## config.mk

```make
export PLATFORM = sky130hd
export DESIGN_NAME = table_pointer_access_unit
export DESIGN_NICKNAME = d
export VERILOG_FILES = /design/src/hw/table_access_pkg.sv /design/src/hw/table_pointer_access_unit.sv
export SDC_FILE = /design/constraint.sdc
export NUM_CORES = 1
export LEC_CHECK = 0
export BUFFER_PORTS_ARGS = -buffer_cell sky130_fd_sc_hd__buf_2
export CORE_MARGIN = 2
export CORE_UTILIZATION = 58
export CTS_CLUSTER_SIZE = 16
export DETAILED_ROUTE_END_ITERATION = 8
export PLACE_DENSITY = 0.86
export REMOVE_ABC_BUFFERS = 1
export SETUP_SLACK_MARGIN = 0.02
export SLEW_MARGIN = 20
export SYNTH_ARGS = -nofsm -noshare
export SYNTH_HDL_FRONTEND = slang
export SYNTH_SLANG_ARGS = --single-unit
```

## constraint.sdc

```tcl
create_clock -name ref_clk -period 4 [get_ports ref_clk]
set_input_delay 0.2 -clock ref_clk [delete_from_list [all_inputs] [get_ports ref_clk]]
set_output_delay 0.2 -clock ref_clk [all_outputs]
set_load 0.1 [all_outputs]
```

## src/hw/table_access_pkg.sv

```systemverilog
// table access unit constants: register indices, field layout, reset values, timing
// assumes a single 250 MHz core clock and a 32-bit register bus with word-aligned registers
package table_access_pkg;

    // ************************************************************
    // register map (printed offsets are register indices)
    // ************************************************************
    localparam logic [11:0] IDX_TABLE_LATCH = 12'hff5;
    localparam logic [11:0] IDX_POINTER_LOW = 12'hff6;
    localparam logic [11:0] IDX_POINTER_HIGH = 12'hff7;
    localparam logic [11:0] IDX_POINTER_UPPER = 12'hff8;
    localparam int BYTE_ADDR_SHIFT = 2; // byte address = index * 4

    // ************************************************************
    // pointer field layout
    // ************************************************************
    localparam int PTR_W = 22;
    localparam int PTR_SPACE_BIT = 21; // selects identification/configuration space
    localparam int PTR_LOW_W = 21; // byte-in-program-memory field
    localparam int HOLD_SEL_W = 3; // holding register select
    localparam int HOLD_COUNT = 8;
    localparam int PROG_BLOCK_LSB = 3; // 8-byte program block
    localparam int ERASE_BLOCK_LSB = 6; // 64-byte erase block
    localparam int UPPER_BYTE_W = 6; // implemented bits of the upper pointer byte

    // ************************************************************
    // reset values
    // ************************************************************
    localparam logic [PTR_W-1:0] PTR_RESET = 22'h000000;
    localparam logic [7:0] LATCH_RESET = 8'h00;
    localparam logic [7:0] HOLD_RESET = 8'hff;

    // ************************************************************
    // timing
    // ************************************************************
    localparam int CLK_PERIOD_PS = 4000;
    localparam longint PROG_TIME_NS = 2000000; // internal programming timer period
    localparam longint PROG_CYCLES_DEF = (PROG_TIME_NS * 1000) / CLK_PERIOD_PS;

    // ************************************************************
    // table operation forms and bus answers
    // ************************************************************
    typedef enum logic [1:0] {
        MODE_PLAIN = 2'h0,
        MODE_POST_INC = 2'h1,
        MODE_POST_DEC = 2'h2,
        MODE_PRE_INC = 2'h3
    } op_mode_t;

    localparam logic [1:0] RESP_OKAY = 2'h0;

endpackage

```

## src/hw/table_pointer_access_unit.sv

```systemverilog
// table access unit: latch, 22-bit pointer, eight holding registers, long write/erase timer
// assumes core commands and program memory answers on ref_clk; registers over AXI4-Lite
//
// How it works
// - an 8-bit table latch register sits in the register space
// - upper, high and low pointer bytes join into one 22-bit byte pointer
// - the low 21 pointer bits select a byte of up to 2 Mbytes
// - pointer top bit set reaches identification and configuration space instead
// - automatic increment or decrement changes only the low 21 pointer bits
// - a table read uses all 22 pointer bits and loads the latch
// - a table write puts the latch into holding register chosen by bits 2..0
// - a long write programs the 8-byte block chosen by bits 21..3
// - an erase clears the 64-byte block chosen by bits 21..6
// - the plain form accesses and leaves the pointer unchanged
// - the post-increment form accesses, then adds one to the pointer
// - the post-decrement form accesses, then subtracts one from the pointer
// - the pre-increment form adds one first, then accesses the new address
// - unused register addresses read as zero
// - the core is stalled for the whole long cycle, ended by the timer
//
// Implementation choice: the AXI4-Lite register port.
`timescale 1ns/1ps

module table_pointer_access_unit
    import table_access_pkg::*;
#(
    parameter int ADDR_W = 16,
    parameter longint PROG_CYCLES = PROG_CYCLES_DEF
) (
    input wire logic ref_clk,
    input wire logic rst,
    // register bus
    input wire logic [ADDR_W-1:0] s_axi_awaddr,
    input wire logic s_axi_awvalid,
    output logic s_axi_awready,
    input wire logic [31:0] s_axi_wdata,
    input wire logic [3:0] s_axi_wstrb,
    input wire logic s_axi_wvalid,
    output logic s_axi_wready,
    output logic [1:0] s_axi_bresp,
    output logic s_axi_bvalid,
    input wire logic s_axi_bready,
    input wire logic [ADDR_W-1:0] s_axi_araddr,
    input wire logic s_axi_arvalid,
    output logic s_axi_arready,
    output logic [31:0] s_axi_rdata,
    output logic [1:0] s_axi_rresp,
    output logic s_axi_rvalid,
    input wire logic s_axi_rready,
    // core table operations
    input wire logic opValid,
    input wire logic opWrite,
    input wire logic [1:0] opMode,
    output logic opReady,
    output logic opDone,
    output logic [7:0] tableLatch,
    // program memory read port
    output logic memRdReq,
    output logic [PTR_W-1:0] memRdAddr,
    input wire logic [7:0] memRdData,
    input wire logic memRdValid,
    // long write and erase
    input wire logic progStart,
    input wire logic eraseStart,
    output logic progReq,
    output logic [PTR_W-PROG_BLOCK_LSB-1:0] progBlock,
    output logic [HOLD_COUNT*8-1:0] progData,
    output logic eraseReq,
    output logic [PTR_W-ERASE_BLOCK_LSB-1:0] eraseBlock,
    output logic coreStall
);

    // ************************************************************
    // elaboration checks
    // ************************************************************
    if (ADDR_W < 14 || ADDR_W > 32) begin : g_bad_addr
        $error("ADDR_W must lie between 14 and 32");
    end
    if (PROG_CYCLES < 1 || PROG_CYCLES > 64'hffff_ffff) begin : g_bad_prog
        $error("PROG_CYCLES must fit a 32-bit timer and be at least one");
    end
    // the holding select, the block size and the register count must agree
    if (HOLD_COUNT != (1 << HOLD_SEL_W) || PROG_BLOCK_LSB != HOLD_SEL_W) begin : g_bad_hold
        $error("holding registers must fill exactly one program block");
    end
    // both block fields and the upper byte must fit inside the pointer
    if (ERASE_BLOCK_LSB <= PROG_BLOCK_LSB || PTR_W != 16 + UPPER_BYTE_W
        || PTR_LOW_W != PTR_W - 1) begin : g_bad_ptr
        $error("pointer field layout is inconsistent");
    end

    localparam logic [31:0] PROG_LAST = 32'(PROG_CYCLES - 1);

    // ************************************************************
    // state
    // ************************************************************
    typedef enum logic [2:0] {
        ST_IDLE = 3'b001,
        ST_READ = 3'b010,
        ST_LONG = 3'b100
    } state_t;

    typedef struct packed {
        state_t state;
        logic [PTR_W-1:0] ptr;
        logic [7:0] latch;
        logic [HOLD_COUNT-1:0][7:0] hold;
        logic [31:0] timer;
        logic awready;
        logic wready;
        logic bvalid;
        logic arready;
        logic rvalid;
        logic [31:0] rdata;
        logic [1:0] bresp;
        logic [1:0] rresp;
        logic opReady;
        logic opDone;
        logic memRdReq;
        logic [PTR_W-1:0] memRdAddr;
        logic progReq;
        logic [PTR_W-PROG_BLOCK_LSB-1:0] progBlock;
        logic eraseReq;
        logic [PTR_W-ERASE_BLOCK_LSB-1:0] eraseBlock;
        logic stall;
    } unit_state_t;

    unit_state_t s_q;
    unit_state_t s_d;

    // ************************************************************
    // next-state logic
    // ************************************************************
    // bus write: valids seen in idle, both readies pulse next cycle, bvalid the cycle after
    // bus read: arready pulses, then rvalid and rdata stand until rready
    // table op: taken on opValid with opReady; the pointer moves at that same edge
    // table read: memory request next cycle, latch and opDone once memory answers
    // long cycle: start seen in idle, request and stall next cycle, timer ends it
    // only one of op, bus write and long start may begin in any idle cycle

    logic [ADDR_W-3:0] wrWord;
    logic [ADDR_W-3:0] rdWord;
    logic [PTR_W-1:0] ptrInc;
    logic [PTR_W-1:0] ptrDec;
    logic [PTR_W-1:0] accAddr;
    logic opTake;
    logic wrStart;
    logic wrDo;
    logic longStart;

    // increment and decrement wrap inside the low field; the space bit rides along
    assign ptrInc = {s_q.ptr[PTR_SPACE_BIT], s_q.ptr[PTR_LOW_W-1:0] + 21'h000001};
    assign ptrDec = {s_q.ptr[PTR_SPACE_BIT], s_q.ptr[PTR_LOW_W-1:0] - 21'h000001};
    // pre-increment accesses the updated address, every other form the current one
    assign accAddr = (opMode == MODE_PRE_INC) ? ptrInc : s_q.ptr;
    assign wrWord = s_axi_awaddr[ADDR_W-1:BYTE_ADDR_SHIFT];
    assign rdWord = s_axi_araddr[ADDR_W-1:BYTE_ADDR_SHIFT];

    // a command and a bus write never start in the same idle cycle: the command wins
    assign opTake = opValid && s_q.opReady;
    // a long start also beats a bus write, so no pointer write can land mid-cycle
    assign wrStart = (s_q.state == ST_IDLE) && !opTake && s_axi_awvalid && s_axi_wvalid
        && !s_q.awready && !s_q.bvalid
        && !longStart;
    assign wrDo = s_q.awready && s_axi_awvalid && s_axi_wvalid;
    assign longStart = (s_q.state == ST_IDLE) && !opTake && !s_q.awready
        && (progStart || eraseStart);

    always_comb begin
        s_d = s_q;
        // pulses default low every cycle
        s_d.opDone = 1'b0;
        s_d.memRdReq = 1'b0;
        s_d.progReq = 1'b0;
        s_d.eraseReq = 1'b0;
        s_d.awready = wrStart;
        s_d.wready = wrStart;

        // register write through the bus, low byte lane only
        if (wrDo) begin
            s_d.bvalid = 1'b1;
            s_d.bresp = RESP_OKAY; // unmapped writes still answer okay
            if (s_axi_wstrb[0]) begin
                case (wrWord)
                    (ADDR_W-2)'(IDX_TABLE_LATCH): s_d.latch = s_axi_wdata[7:0];
                    (ADDR_W-2)'(IDX_POINTER_LOW): s_d.ptr[7:0] = s_axi_wdata[7:0];
                    (ADDR_W-2)'(IDX_POINTER_HIGH): s_d.ptr[15:8] = s_axi_wdata[7:0];
                    (ADDR_W-2)'(IDX_POINTER_UPPER): begin
                        s_d.ptr[PTR_W-1:16] = s_axi_wdata[UPPER_BYTE_W-1:0];
                    end
                    default: ; // unmapped writes are dropped
                endcase
            end
        end
        if (s_q.bvalid && s_axi_bready) begin
            s_d.bvalid = 1'b0;
        end

        // register read; the answer is built one cycle after the address is taken
        s_d.arready = s_axi_arvalid && !s_q.arready && !s_q.rvalid;
        if (s_q.arready && s_axi_arvalid) begin
            s_d.rvalid = 1'b1;
            s_d.rresp = RESP_OKAY;
            case (rdWord)
                (ADDR_W-2)'(IDX_TABLE_LATCH): s_d.rdata = {24'h000000, s_q.latch};
                (ADDR_W-2)'(IDX_POINTER_LOW): s_d.rdata = {24'h000000, s_q.ptr[7:0]};
                (ADDR_W-2)'(IDX_POINTER_HIGH): s_d.rdata = {24'h000000, s_q.ptr[15:8]};
                (ADDR_W-2)'(IDX_POINTER_UPPER): begin
                    s_d.rdata = {26'h0000000, s_q.ptr[PTR_W-1:16]};
                end
                default: s_d.rdata = 32'h00000000;
            endcase
        end
        if (s_q.rvalid && s_axi_rready) begin
            s_d.rvalid = 1'b0;
        end

        // table operations and the long cycle
        case (s_q.state)
            ST_IDLE: begin
                if (opTake) begin
                    // pointer update happens once, at the moment the command is taken
                    case (opMode)
                        MODE_POST_INC: s_d.ptr = ptrInc;
                        MODE_POST_DEC: s_d.ptr = ptrDec;
                        MODE_PRE_INC: s_d.ptr = ptrInc;
                        default: s_d.ptr = s_q.ptr;
                    endcase
                    // short write: only a holding register changes, memory is untouched
                    if (opWrite) begin
                        s_d.hold[accAddr[HOLD_SEL_W-1:0]] = s_q.latch;
                        s_d.opDone = 1'b1;
                    end else begin
                        // the space bit goes out with the address to reach id/config bytes
                        s_d.memRdReq = 1'b1;
                        s_d.memRdAddr = accAddr;
                        s_d.state = ST_READ;
                    end
                end else if (longStart) begin
                    s_d.state = ST_LONG;
                    s_d.stall = 1'b1;
                    s_d.timer = 32'h00000000;
                    if (progStart) begin
                        // program wins when both starts arrive together
                        s_d.progReq = 1'b1;
                        s_d.progBlock = s_q.ptr[PTR_W-1:PROG_BLOCK_LSB];
                    end else begin
                        s_d.eraseReq = 1'b1;
                        s_d.eraseBlock = s_q.ptr[PTR_W-1:ERASE_BLOCK_LSB];
                    end
                end
            end
            ST_READ: begin
                // the latch takes the byte only when memory answers
                if (memRdValid) begin
                    s_d.latch = memRdData;
                    s_d.opDone = 1'b1;
                    s_d.state = ST_IDLE;
                end
            end
            ST_LONG: begin
                // the programming timer alone ends the cycle
                if (s_q.timer == PROG_LAST) begin
                    s_d.stall = 1'b0;
                    s_d.state = ST_IDLE;
                end else begin
                    s_d.timer = s_q.timer + 32'h00000001;
                end
            end
            default: begin
                // an illegal state code returns to idle and releases the core
                s_d.state = ST_IDLE;
                s_d.stall = 1'b0;
            end
        endcase

        // ready is offered only in an idle cycle with no bus write near
        s_d.opReady = (s_d.state == ST_IDLE) && !s_d.awready && !wrDo && !s_d.stall
            && !(s_q.state == ST_IDLE && opTake);
    end

    // ************************************************************
    // state register
    // ************************************************************
    // synchronous reset; every field takes a constant
    always_ff @(posedge ref_clk) begin
        if (rst) begin
            s_q.state <= ST_IDLE;
            s_q.ptr <= PTR_RESET;
            s_q.latch <= LATCH_RESET;
            // holding registers start at the erased value
            s_q.hold <= {HOLD_COUNT{HOLD_RESET}};
            s_q.timer <= 32'h00000000;
            s_q.awready <= 1'b0;
            s_q.wready <= 1'b0;
            s_q.bvalid <= 1'b0;
            s_q.arready <= 1'b0;
            s_q.rvalid <= 1'b0;
            s_q.rdata <= 32'h00000000;
            s_q.bresp <= RESP_OKAY;
            s_q.rresp <= RESP_OKAY;
            s_q.opReady <= 1'b0;
            s_q.opDone <= 1'b0;
            s_q.memRdReq <= 1'b0;
            s_q.memRdAddr <= PTR_RESET;
            s_q.progReq <= 1'b0;
            s_q.progBlock <= '0;
            s_q.eraseReq <= 1'b0;
            s_q.eraseBlock <= '0;
            s_q.stall <= 1'b0;
        end else begin
            s_q <= s_d;
        end
    end

    // ************************************************************
    // outputs, all straight from the state register
    // ************************************************************
    assign s_axi_awready = s_q.awready;
    assign s_axi_wready = s_q.wready;
    assign s_axi_bvalid = s_q.bvalid;
    // responses are registered too, so every port leaves a flip-flop
    assign s_axi_bresp = s_q.bresp;
    assign s_axi_arready = s_q.arready;
    assign s_axi_rvalid = s_q.rvalid;
    assign s_axi_rdata = s_q.rdata;
    assign s_axi_rresp = s_q.rresp;
    assign opReady = s_q.opReady;
    assign opDone = s_q.opDone;
    assign tableLatch = s_q.latch;
    assign memRdReq = s_q.memRdReq;
    assign memRdAddr = s_q.memRdAddr;
    assign progReq = s_q.progReq;
    assign progBlock = s_q.progBlock;
    // holding bytes leave as one word, register 0 in the low byte
    assign progData = s_q.hold;
    assign eraseReq = s_q.eraseReq;
    assign eraseBlock = s_q.eraseBlock;
    assign coreStall = s_q.stall;

endmodule // table_pointer_access_unit

```

==> impl_metrics.toml, run 1 <==
[run_status]
outcome = "complete, no violations"

[route]
routed_wl_mm = 28.98
via_per_inst = 5.950
num_vias = 9264
wl_per_cell_um = 18.61
drtIter0Drc = 948
firstDrtPassIters = 5
ant_nets = 0
remaining_drc_errors = 0

[finish]
syn2layout_area_growth_pct = 6.898
drive_gt1_frac = 0.2074
multi_input_area_mm2 = 0.005097
seqCellArea_mm2 = 0.004084
finalInstanceArea_mm2 = 0.01144
instances_no_fill = 1557
fill_cells = 1536
fin_util = 0.6347
final_nets = 1404

[clock_network]
clock_tree.root_cell = "clkbuf_16"
postCtsSetupBuffers = 0
cts_sinks = 204
cts_max_path_buffers = 3
clk_pin_slew_ps = 60
cts_buffers = 22
cts_tree = "done"
clk_latency_ps = 500
cts_htree_levels = 1

[floorplanning]
chipWidth_um = 139.8
fp.dieArea_mm2 = 0.01955
initial_utilization = 0.5937
core_area_mm2 = 0.01802
row_count = 49
die_h_um = 139.8
io_pins = 266

[yosys]
ys.flop_type = "dfxtp_1"
ys_types = 70
synth_commonest_cells = "204 x dfxtp_1, 166 x buf_4, 157 x nand2_1, 126 x nor2_1, 87 x mux2i_1"
synth_edf_count = 0
synthArstFlopShare = 0
synth.area.top_cells = "dfxtp_1 38%, buf_4 12%, mux2i_1 8.1%"
yosys.area.top_type_share = 0.3816
syn-cell-area_mm2 = 0.01070
syn-mean-instance-area_um2 = 8.354
ys_seq_elements = 204
synth_area_leader_cell = "dfxtp_1"
synth_cells = 1281
synth_most_common_cell = "dfxtp_1"
ys_seq_area_frac = 0.3816
yosys_warnings = 0

[grt]
grt_overflow = 0
grt_use_total = 0.2827
grt_max_degree = 86
antenna_found_initial = 2
first_global_vias = 8634
grt_pass1_wl_mm = 45.49

[sta]
period_needed_ps = 2987
finalSetupTns_ps = 0
setup_ws_ps = 1013
finalCritPeriodShare = 0.7468
setup_viol = 0
rsz0062_at_grt = "false"
holdWs_ps = 8.363
slew_headroom = 0.3139
fmax_mhz = 334.8
finalHoldViolations = 0
finClkSkew_ps = 11.03
slew_viol_final = 0
tightest_slew_ps = 1021

[power]
ir_worst_vdd_uv = 402.0
p_per_area_mw_per_mm2 = 524.2
leakage_nw = 4.587
power_mw = 5.996

[place]
dp_hpwl_mm = 20.06
post_dp_cell_area_mm2 = 0.01063
io_buffers = 206
place_congestion = 0.9843
dp.cells = 1506
place_ws_ps = 1109

[min_path]
holdCritPathClass = "input pin to register"

[worst_setup_path]
startpoint_type = "register"
crit_slowest_cell = "nor4_1"
cp-end-kind = "register"
cp_data_arrival_time_ps = 3390
critPathLaunch = "s_q[208]"
critical_path_class = "register to register"
cp_max_fo = 11
path_cells = "ha_1 -> nand2_1 -> nor4_1 -> a32oi_1 -> xnor2_1 -> o22ai_1 -> a211oi_1"
r2r_end = "s_q[222]"
r2r_cells = 7
rr_startpoint = "s_q[208]"
slowest_delay_ps = 720
setup.worst_path.end = "s_q[222]"
cp_data_required_time_ps = 4400
r2r_setup_slack_ps = 1010

[flow_run]
cap_violations = 0
-- worst min-delay path by stage --
stage	start	slack, ps	endpoint	cells after the start
floorplan	rst	260	s_q[219]	1
global placement	eraseBlock[4]	440	eraseBlock[4]	2
detailed placement	eraseBlock[4]	440	eraseBlock[4]	2
CTS	s_axi_arvalid	1	s_axi_arready	2
global route	s_axi_arvalid	2	s_axi_arready	2
finish	s_axi_arvalid	8	s_axi_arready	2
-- cells by family (layout without fill, tap and decap cells) --
family,Yosys count,in the layout,synth area share
and+or+nand+nor,472,472,0.2130
buffers and inverters,261,279,0.1518
DFF,204,204,0.3816
AOI/OAI and AO/OA,200,200,0.1238
muxes,92,92,0.08664
xor gates and xnor gates,48,48,0.03928
adders and majority gates,3,3,0.003508
other,1,30,0.0003504
-- final cells by class --
cell class                      instances  share of cell area
Antenna cell                            2           0.0004375
Clock buffer                           32             0.05589
Clock inverter                          7            0.006125
Inverter                               15            0.004922
Multi-Input combinational cell        843              0.4456
Sequential cell                       204              0.3570
Tap cell                              229             0.02505
Timing Repair Buffer                  225              0.1050
-- where the power goes --
part	switching, mW	internal, mW	total (mW)
logic	1.28	0.422	1.70
clock network	0.802	1.18	1.98
registers	0.176	2.14	2.32
-- repair_timing --
item,4_1_cts,5_1_grt
gates resized for setup,0,0
hold buffers,10,0
hold endpoints to repair,10,0
-- placed cells by master (no fill, tap or decap), types with 5 or more instances in the layout --
master         count
a211oi_1          42
a21oi_1           57
a221oi_1           7
a222oi_1           6
a22oi_1           10
a31oi_1           14
and2_1             8
and3_1            17
and4_1             5
buf_2            205
buf_4             10
clkbuf_1           6
clkbuf_16         23
conb_1            28
dfxtp_1          204
dlygate4sd3_1     10
inv_1             14
mux2_2             5
mux2i_1           87
nand2_1          157
nand2b_1           7
nand3_1           38
nand4_1           23
nor2_1           125
nor2_2             5
nor3_1            25
nor3b_1            5
nor4_1            16
o21ai_0           26
or3_1              8
xnor2_1           32
xor2_1            16
-- flip-flops by register name, indices dropped and copies added (netlist names) --
name,count
progData,64
s_q,56
memRdAddr,22
progBlock,19
eraseBlock,16
s_axi_rdata,8
tableLatch,8
coreStall,1
eraseReq,1
memRdReq,1
opDone,1
opReady,1
progReq,1
ptrDec,1
s_axi_arready,1
s_axi_bvalid,1
s_axi_rvalid,1
s_axi_wready,1
-- worst max-delay path: cells and delay by family (launching register included) --
kind / cells / cell delay (ps)
and+or+nand+nor: 2 / 900
DFF: 1 / 660
AOI/OAI and AO/OA: 3 / 610
adders and majority gates: 1 / 530
xor gates and xnor gates: 1 / 200
-- routing by layer --
layer  GRT usage  part of all wire
met1      0.3600              0.40
met2      0.4639              0.47
met3     0.05024             0.086
met4      0.1379             0.051
met5           0           0.00024
Power figures use the tool's default switching activity.
==> run 2: changes to the inputs <==
- CORE_UTILIZATION: 58 -> 54
- PLACE_DENSITY: 0.86 -> 0.81
- clock period: 4 -> 3.1 ns (I/O delays scaled with it)
==> run 2 against run 1 <==
  * Clock power increased by 41%
  * Sequential power increased by 25%
  * Cell area increased by 3.9%
  * Register-to-register slack got worse by 580 ps
  * Critical endpoint is now progData[45]
  * Critical path depth increased by 1
  * Total power increased by 35%
  * Hold slack improved by 56 ps
  * Utilization decreased by 2.4 points
  * Count of clock-buffer cells in the layout decreased by 1
  * Wire length increased by 3.1%
==> impl_metrics.toml, run 2 (synthesized netlist as in run 1, its figures left out) <==
[worst_setup_path]
rr_startpoint = "s_q[209]"
critPathLaunch = "s_q[209]"
cp_data_arrival_time_ps = 3040
critical_path_class = "register to register"
cp-end-kind = "register"
cp_max_fo = 11
startpoint_type = "register"
cp_data_required_time_ps = 3470

[place]
place_ws_ps = 504.0
place_congestion = 0.9762
io_buffers = 206
dp_hpwl_mm = 20.74
dp.cells = 1571
post_dp_cell_area_mm2 = 0.01090

[grt]
grt_overflow = 0
grt_use_total = 0.2750
grt_pass1_wl_mm = 45.63
antenna_found_initial = 0
grt_max_degree = 68
first_global_vias = 8621

[sta]
finalCritPeriodShare = 0.8606
finalHoldViolations = 0
setup_ws_ps = 432.0
rsz0062_at_grt = "false"
tightest_slew_ps = 865.4
fmax_mhz = 374.8
period_needed_ps = 2668
holdWs_ps = 64.71
setup_viol = 0
finClkSkew_ps = 9.176
slew_viol_final = 0
finalSetupTns_ps = 0
slew_headroom = 0.4192

[floorplanning]
initial_utilization = 0.5499
io_pins = 266
row_count = 51
die_h_um = 144.8
chipWidth_um = 144.8
fp.dieArea_mm2 = 0.02096
core_area_mm2 = 0.01946

[power]
clkPwrFrac = 0.346
p_sw_frac = 0.3721
power_mw = 8.088
ir_worst_vdd_uv = 571.6
seq_power_share = 0.360
power_frac_comb = 0.294
leakage_nw = 4.807
p_sw_mw = 3.010
p_per_area_mw_per_mm2 = 680.3
p_int_mw = 5.079

[route]
ant_nets = 0
firstDrtPassIters = 5
routed_wl_mm = 29.88
wl_per_cell_um = 18.29
num_vias = 9488
drtIter0Drc = 934
via_per_inst = 5.807
remaining_drc_errors = 0

[clock_network]
clk_pin_slew_ps = 60
clock_tree.root_cell = "clkbuf_16"
clk_latency_ps = 520
cts_sinks = 204
cts_tree = "done"
cts_buffers = 22
post_cts_resized = 0
cts_max_path_buffers = 3
cts_htree_levels = 1

[finish]
fin_util = 0.6109
finalInstanceArea_mm2 = 0.01189
fill_cells = 1636
final_cell_mix = "205 x buf_2, 204 x dfxtp_1, 157 x nand2_1, 125 x nor2_1, 87 x mux2i_1"
final_nets = 1445
multi_input_area_mm2 = 0.005097
instances_no_fill = 1634
largest_reg_flops = 64
drive_gt1_frac = 0.2222
seqCellArea_mm2 = 0.004084
layout_commonest_cell = "buf_2"
syn2layout_area_growth_pct = 11.10

[min_path]
holdCritPathClass = "input pin to register"
min_from = "s_axi_wdata[1]"

[run_status]
outcome = "complete, no violations"

[flow_run]
cap_violations = 0
## run 2: changes by cell type in the layout (fill, tap and decap cells not counted), moves of 2 or more
cell	change
clkinv_4	-2
bufinv_16	+3
dlygate4sd3_1	+12
buf_4	+28
## run 2: worst paths after layout
check	slack (ps)	cells past startpoint	end
max	430	8	progData[45]
min	60	3	s_q[209]
min reg2reg	450	2	eraseBlock[12]
max reg2reg	430	8	progData[45]
## run 2: cell type report
class / instances / share of cell area
multi-input combinational: 843 / 0.4288
sequential: 204 / 0.3435
timing repair buffer: 266 / 0.1305
clock buffer: 31 / 0.05083
tap: 265 / 0.02789
clock inverter: 9 / 0.01358
inverter: 15 / 0.004736
antenna: 1 / 0.0002105
## run 2: worst max-delay path: stages, from the launching register on
cell     delay (ps)
dfxtp_1         600
inv_1            90
ha_1            400
or2_2           330
a21oi_1         180
a21oi_1         170
nor2_2          430
mux2i_1         240
nand2_1          70
## run 2: power groups by stage
stage / registers (mW) / clock network, mW / logic, mW
2_1_floorplan: 3.60 / 0 / 1.05
3_3_place_gp: 2.96 / 0 / 2.29
3_5_place_dp: 2.96 / 0 / 2.31
4_1_cts: 2.91 / 2.82 / 2.35
5_1_grt: 2.93 / 2.93 / 2.51
6_report: 2.91 / 2.80 / 2.38
## run 2: what timing repair did
action,4_1_cts,5_1_grt
hold buffers,22,0
endpoints found under the hold margin,23,0
buffers inserted,0,0
## run 2: metal layers
layer / global-route usage / share of wire / vias to the layer above
li1: - / - / 4430
met1: 0.3539 / 0.40 / 4413
met2: 0.4466 / 0.46 / 543
met3: 0.06219 / 0.10 / 102
met4: 0.1114 / 0.041 / 0
met5: 0 / 0 / -
==> run 3: changes to the inputs <==
- CORE_ASPECT_RATIO: unset -> 0.8
- TNS_END_PERCENT: unset -> 1
==> run 3 against run 2 <==
  * Sequential power hardly changed
  * Hold slack got worse by 36 ps
  * Wire length about the same
  * Combinational power is essentially flat
==> impl_metrics.toml, run 3 (synthesized netlist as in run 1, its figures left out) <==
[clock_network]
cts_buffers = 22
cts_tree = "done"
cts_max_path_buffers = 3
clock_tree.root_cell = "clkbuf_16"
clk_pin_slew_ps = 60
hold_buffers = 20
post_cts_resized = 0
postCtsSetupBuffers = 0
cts_sinks = 204
clk_latency_ps = 510
cts_htree_levels = 1

[route]
drtIter0Drc = 936
via_per_inst = 5.772
firstDrtPassIters = 5
remaining_drc_errors = 0
ant_nets = 0
routed_wl_mm = 29.86
wl_per_cell_um = 18.42
num_vias = 9357

[worst_setup_path]
cp-end-kind = "register"
cp_max_fo = 8
slowest_delay_ps = 470
crit_slowest_cell = "nor2_2"
critPathTopFamily = "simple AND/OR/NAND/NOR gates"
path_cells = "inv_1 -> ha_1 -> or2_2 -> a21oi_1 -> o21ai_0 -> nor2_2 -> mux2i_1 -> nand2_1"
r2r_setup_slack_ps = 530
cp_num_buf_inv = 1
cp_data_required_time_ps = 3450
cp_data_arrival_time_ps = 2920
startpoint_type = "register"
critical_path_class = "register to register"

[floorplanning]
initial_utilization = 0.5453
core_area_mm2 = 0.01963
fp.dieArea_mm2 = 0.02097
chipWidth_um = 161.4
die_h_um = 129.9
row_count = 46
io_pins = 266

[finish]
finalInstanceArea_mm2 = 0.01175
instances_no_fill = 1621
drive_gt1_frac = 0.2211
final_nets = 1437
largest_reg_flops = 64
final_cell_mix = "205 x buf_2, 204 x dfxtp_1, 157 x nand2_1, 125 x nor2_1, 87 x mux2i_1"
syn2layout_area_growth_pct = 9.798
antennaDiodeCount = 0
layout_commonest_cell = "buf_2"
fin_util = 0.5987
fill_cells = 1708

[sta]
setup_viol = 0
period_needed_ps = 2575
slew_headroom = 0.3881
holdWs_ps = 28.67
setup_ws_ps = 525.4
finalHoldViolations = 0
fmax_mhz = 388.4
finClkSkew_ps = 24.09
finalSetupTns_ps = 0
finalCritPeriodShare = 0.8305
slew_viol_final = 0
rsz0062_at_grt = "false"
tightest_slew_ps = 909.5

[power]
leakage_nw = 4.753
p_per_area_mw_per_mm2 = 667.9
power_mw = 7.847
ir_worst_vdd_uv = 549.7

[place]
place_congestion = 0.9697
place_ws_ps = 556.5
io_buffers = 206
post_dp_cell_area_mm2 = 0.01084
dp_hpwl_mm = 20.74
dp.cells = 1564

[grt]
first_global_vias = 8633
antenna_found_initial = 0
grt_overflow = 0
grt_use_total = 0.2718
grt_max_degree = 68
grt_pass1_wl_mm = 45.85

[run_status]
outcome = "complete, no violations"

[flow_run]
cap_violations = 0

[min_path]
holdCritPathClass = "input pin to register"
==> run 3: cell count changes in the layout (fill, tap and decap cells not counted), sizes merged <==
cell | before | now
buf | 244 | 238
bufinv | 4 | 2
clkbuf | 31 | 26
clkinv | 3 | 8
clkinvlp | 2 | 1
diode | 1 | 0
dlygate4sd3 | 22 | 20
==> run 3: area by class of cell <==
| class | instances | area [um2] | share of cell area |
|---|---|---|---|
| Clock buffer | 26 | 585.6 | 0.04984 |
| Clock inverter | 11 | 122.6 | 0.01044 |
| Inverter | 15 | 56.30 | 0.004792 |
| Multi-Input combinational cell | 843 | 5097 | 0.4338 |
| Sequential cell | 204 | 4084 | 0.3476 |
| Tap cell | 264 | 330.3 | 0.02811 |
| Timing Repair Buffer | 258 | 1474 | 0.1254 |
==> run 3: path summary, 6_finish.rpt <==
| check | end | depth (start not counted) | from |
|---|---|---|---|
| setup reg to reg | progData[10] | 8 | s_q[208] |
| hold / removal | s_axi_wready | 4 | eraseStart |
| setup / recovery | progData[10] | 8 | s_q[208] |
| hold reg to reg | eraseBlock[8] | 2 | eraseBlock[8] |
==> run 3: report_power, final <==
part           switching, mW  leakage [nW]  internal (mW)
sequential             0.148          1.65           2.76
combinational           1.75          2.75          0.601
clock                   1.07         0.351           1.52
==> run 3: tightest hold or removal path: stages <==
cell and delay (ps):
buf_2 90, nor2_1 60, nand4_1 140, nor2_1 50
==> run 3: routing by layer <==
layer	routed length, um	up-vias	global-route usage
li1	-	4409	-
met1	12990	4461	0.3663
met2	13390	444	0.4399
met3	2999	43	0.06898
met4	480	0	0.06775
met5	0	-	0
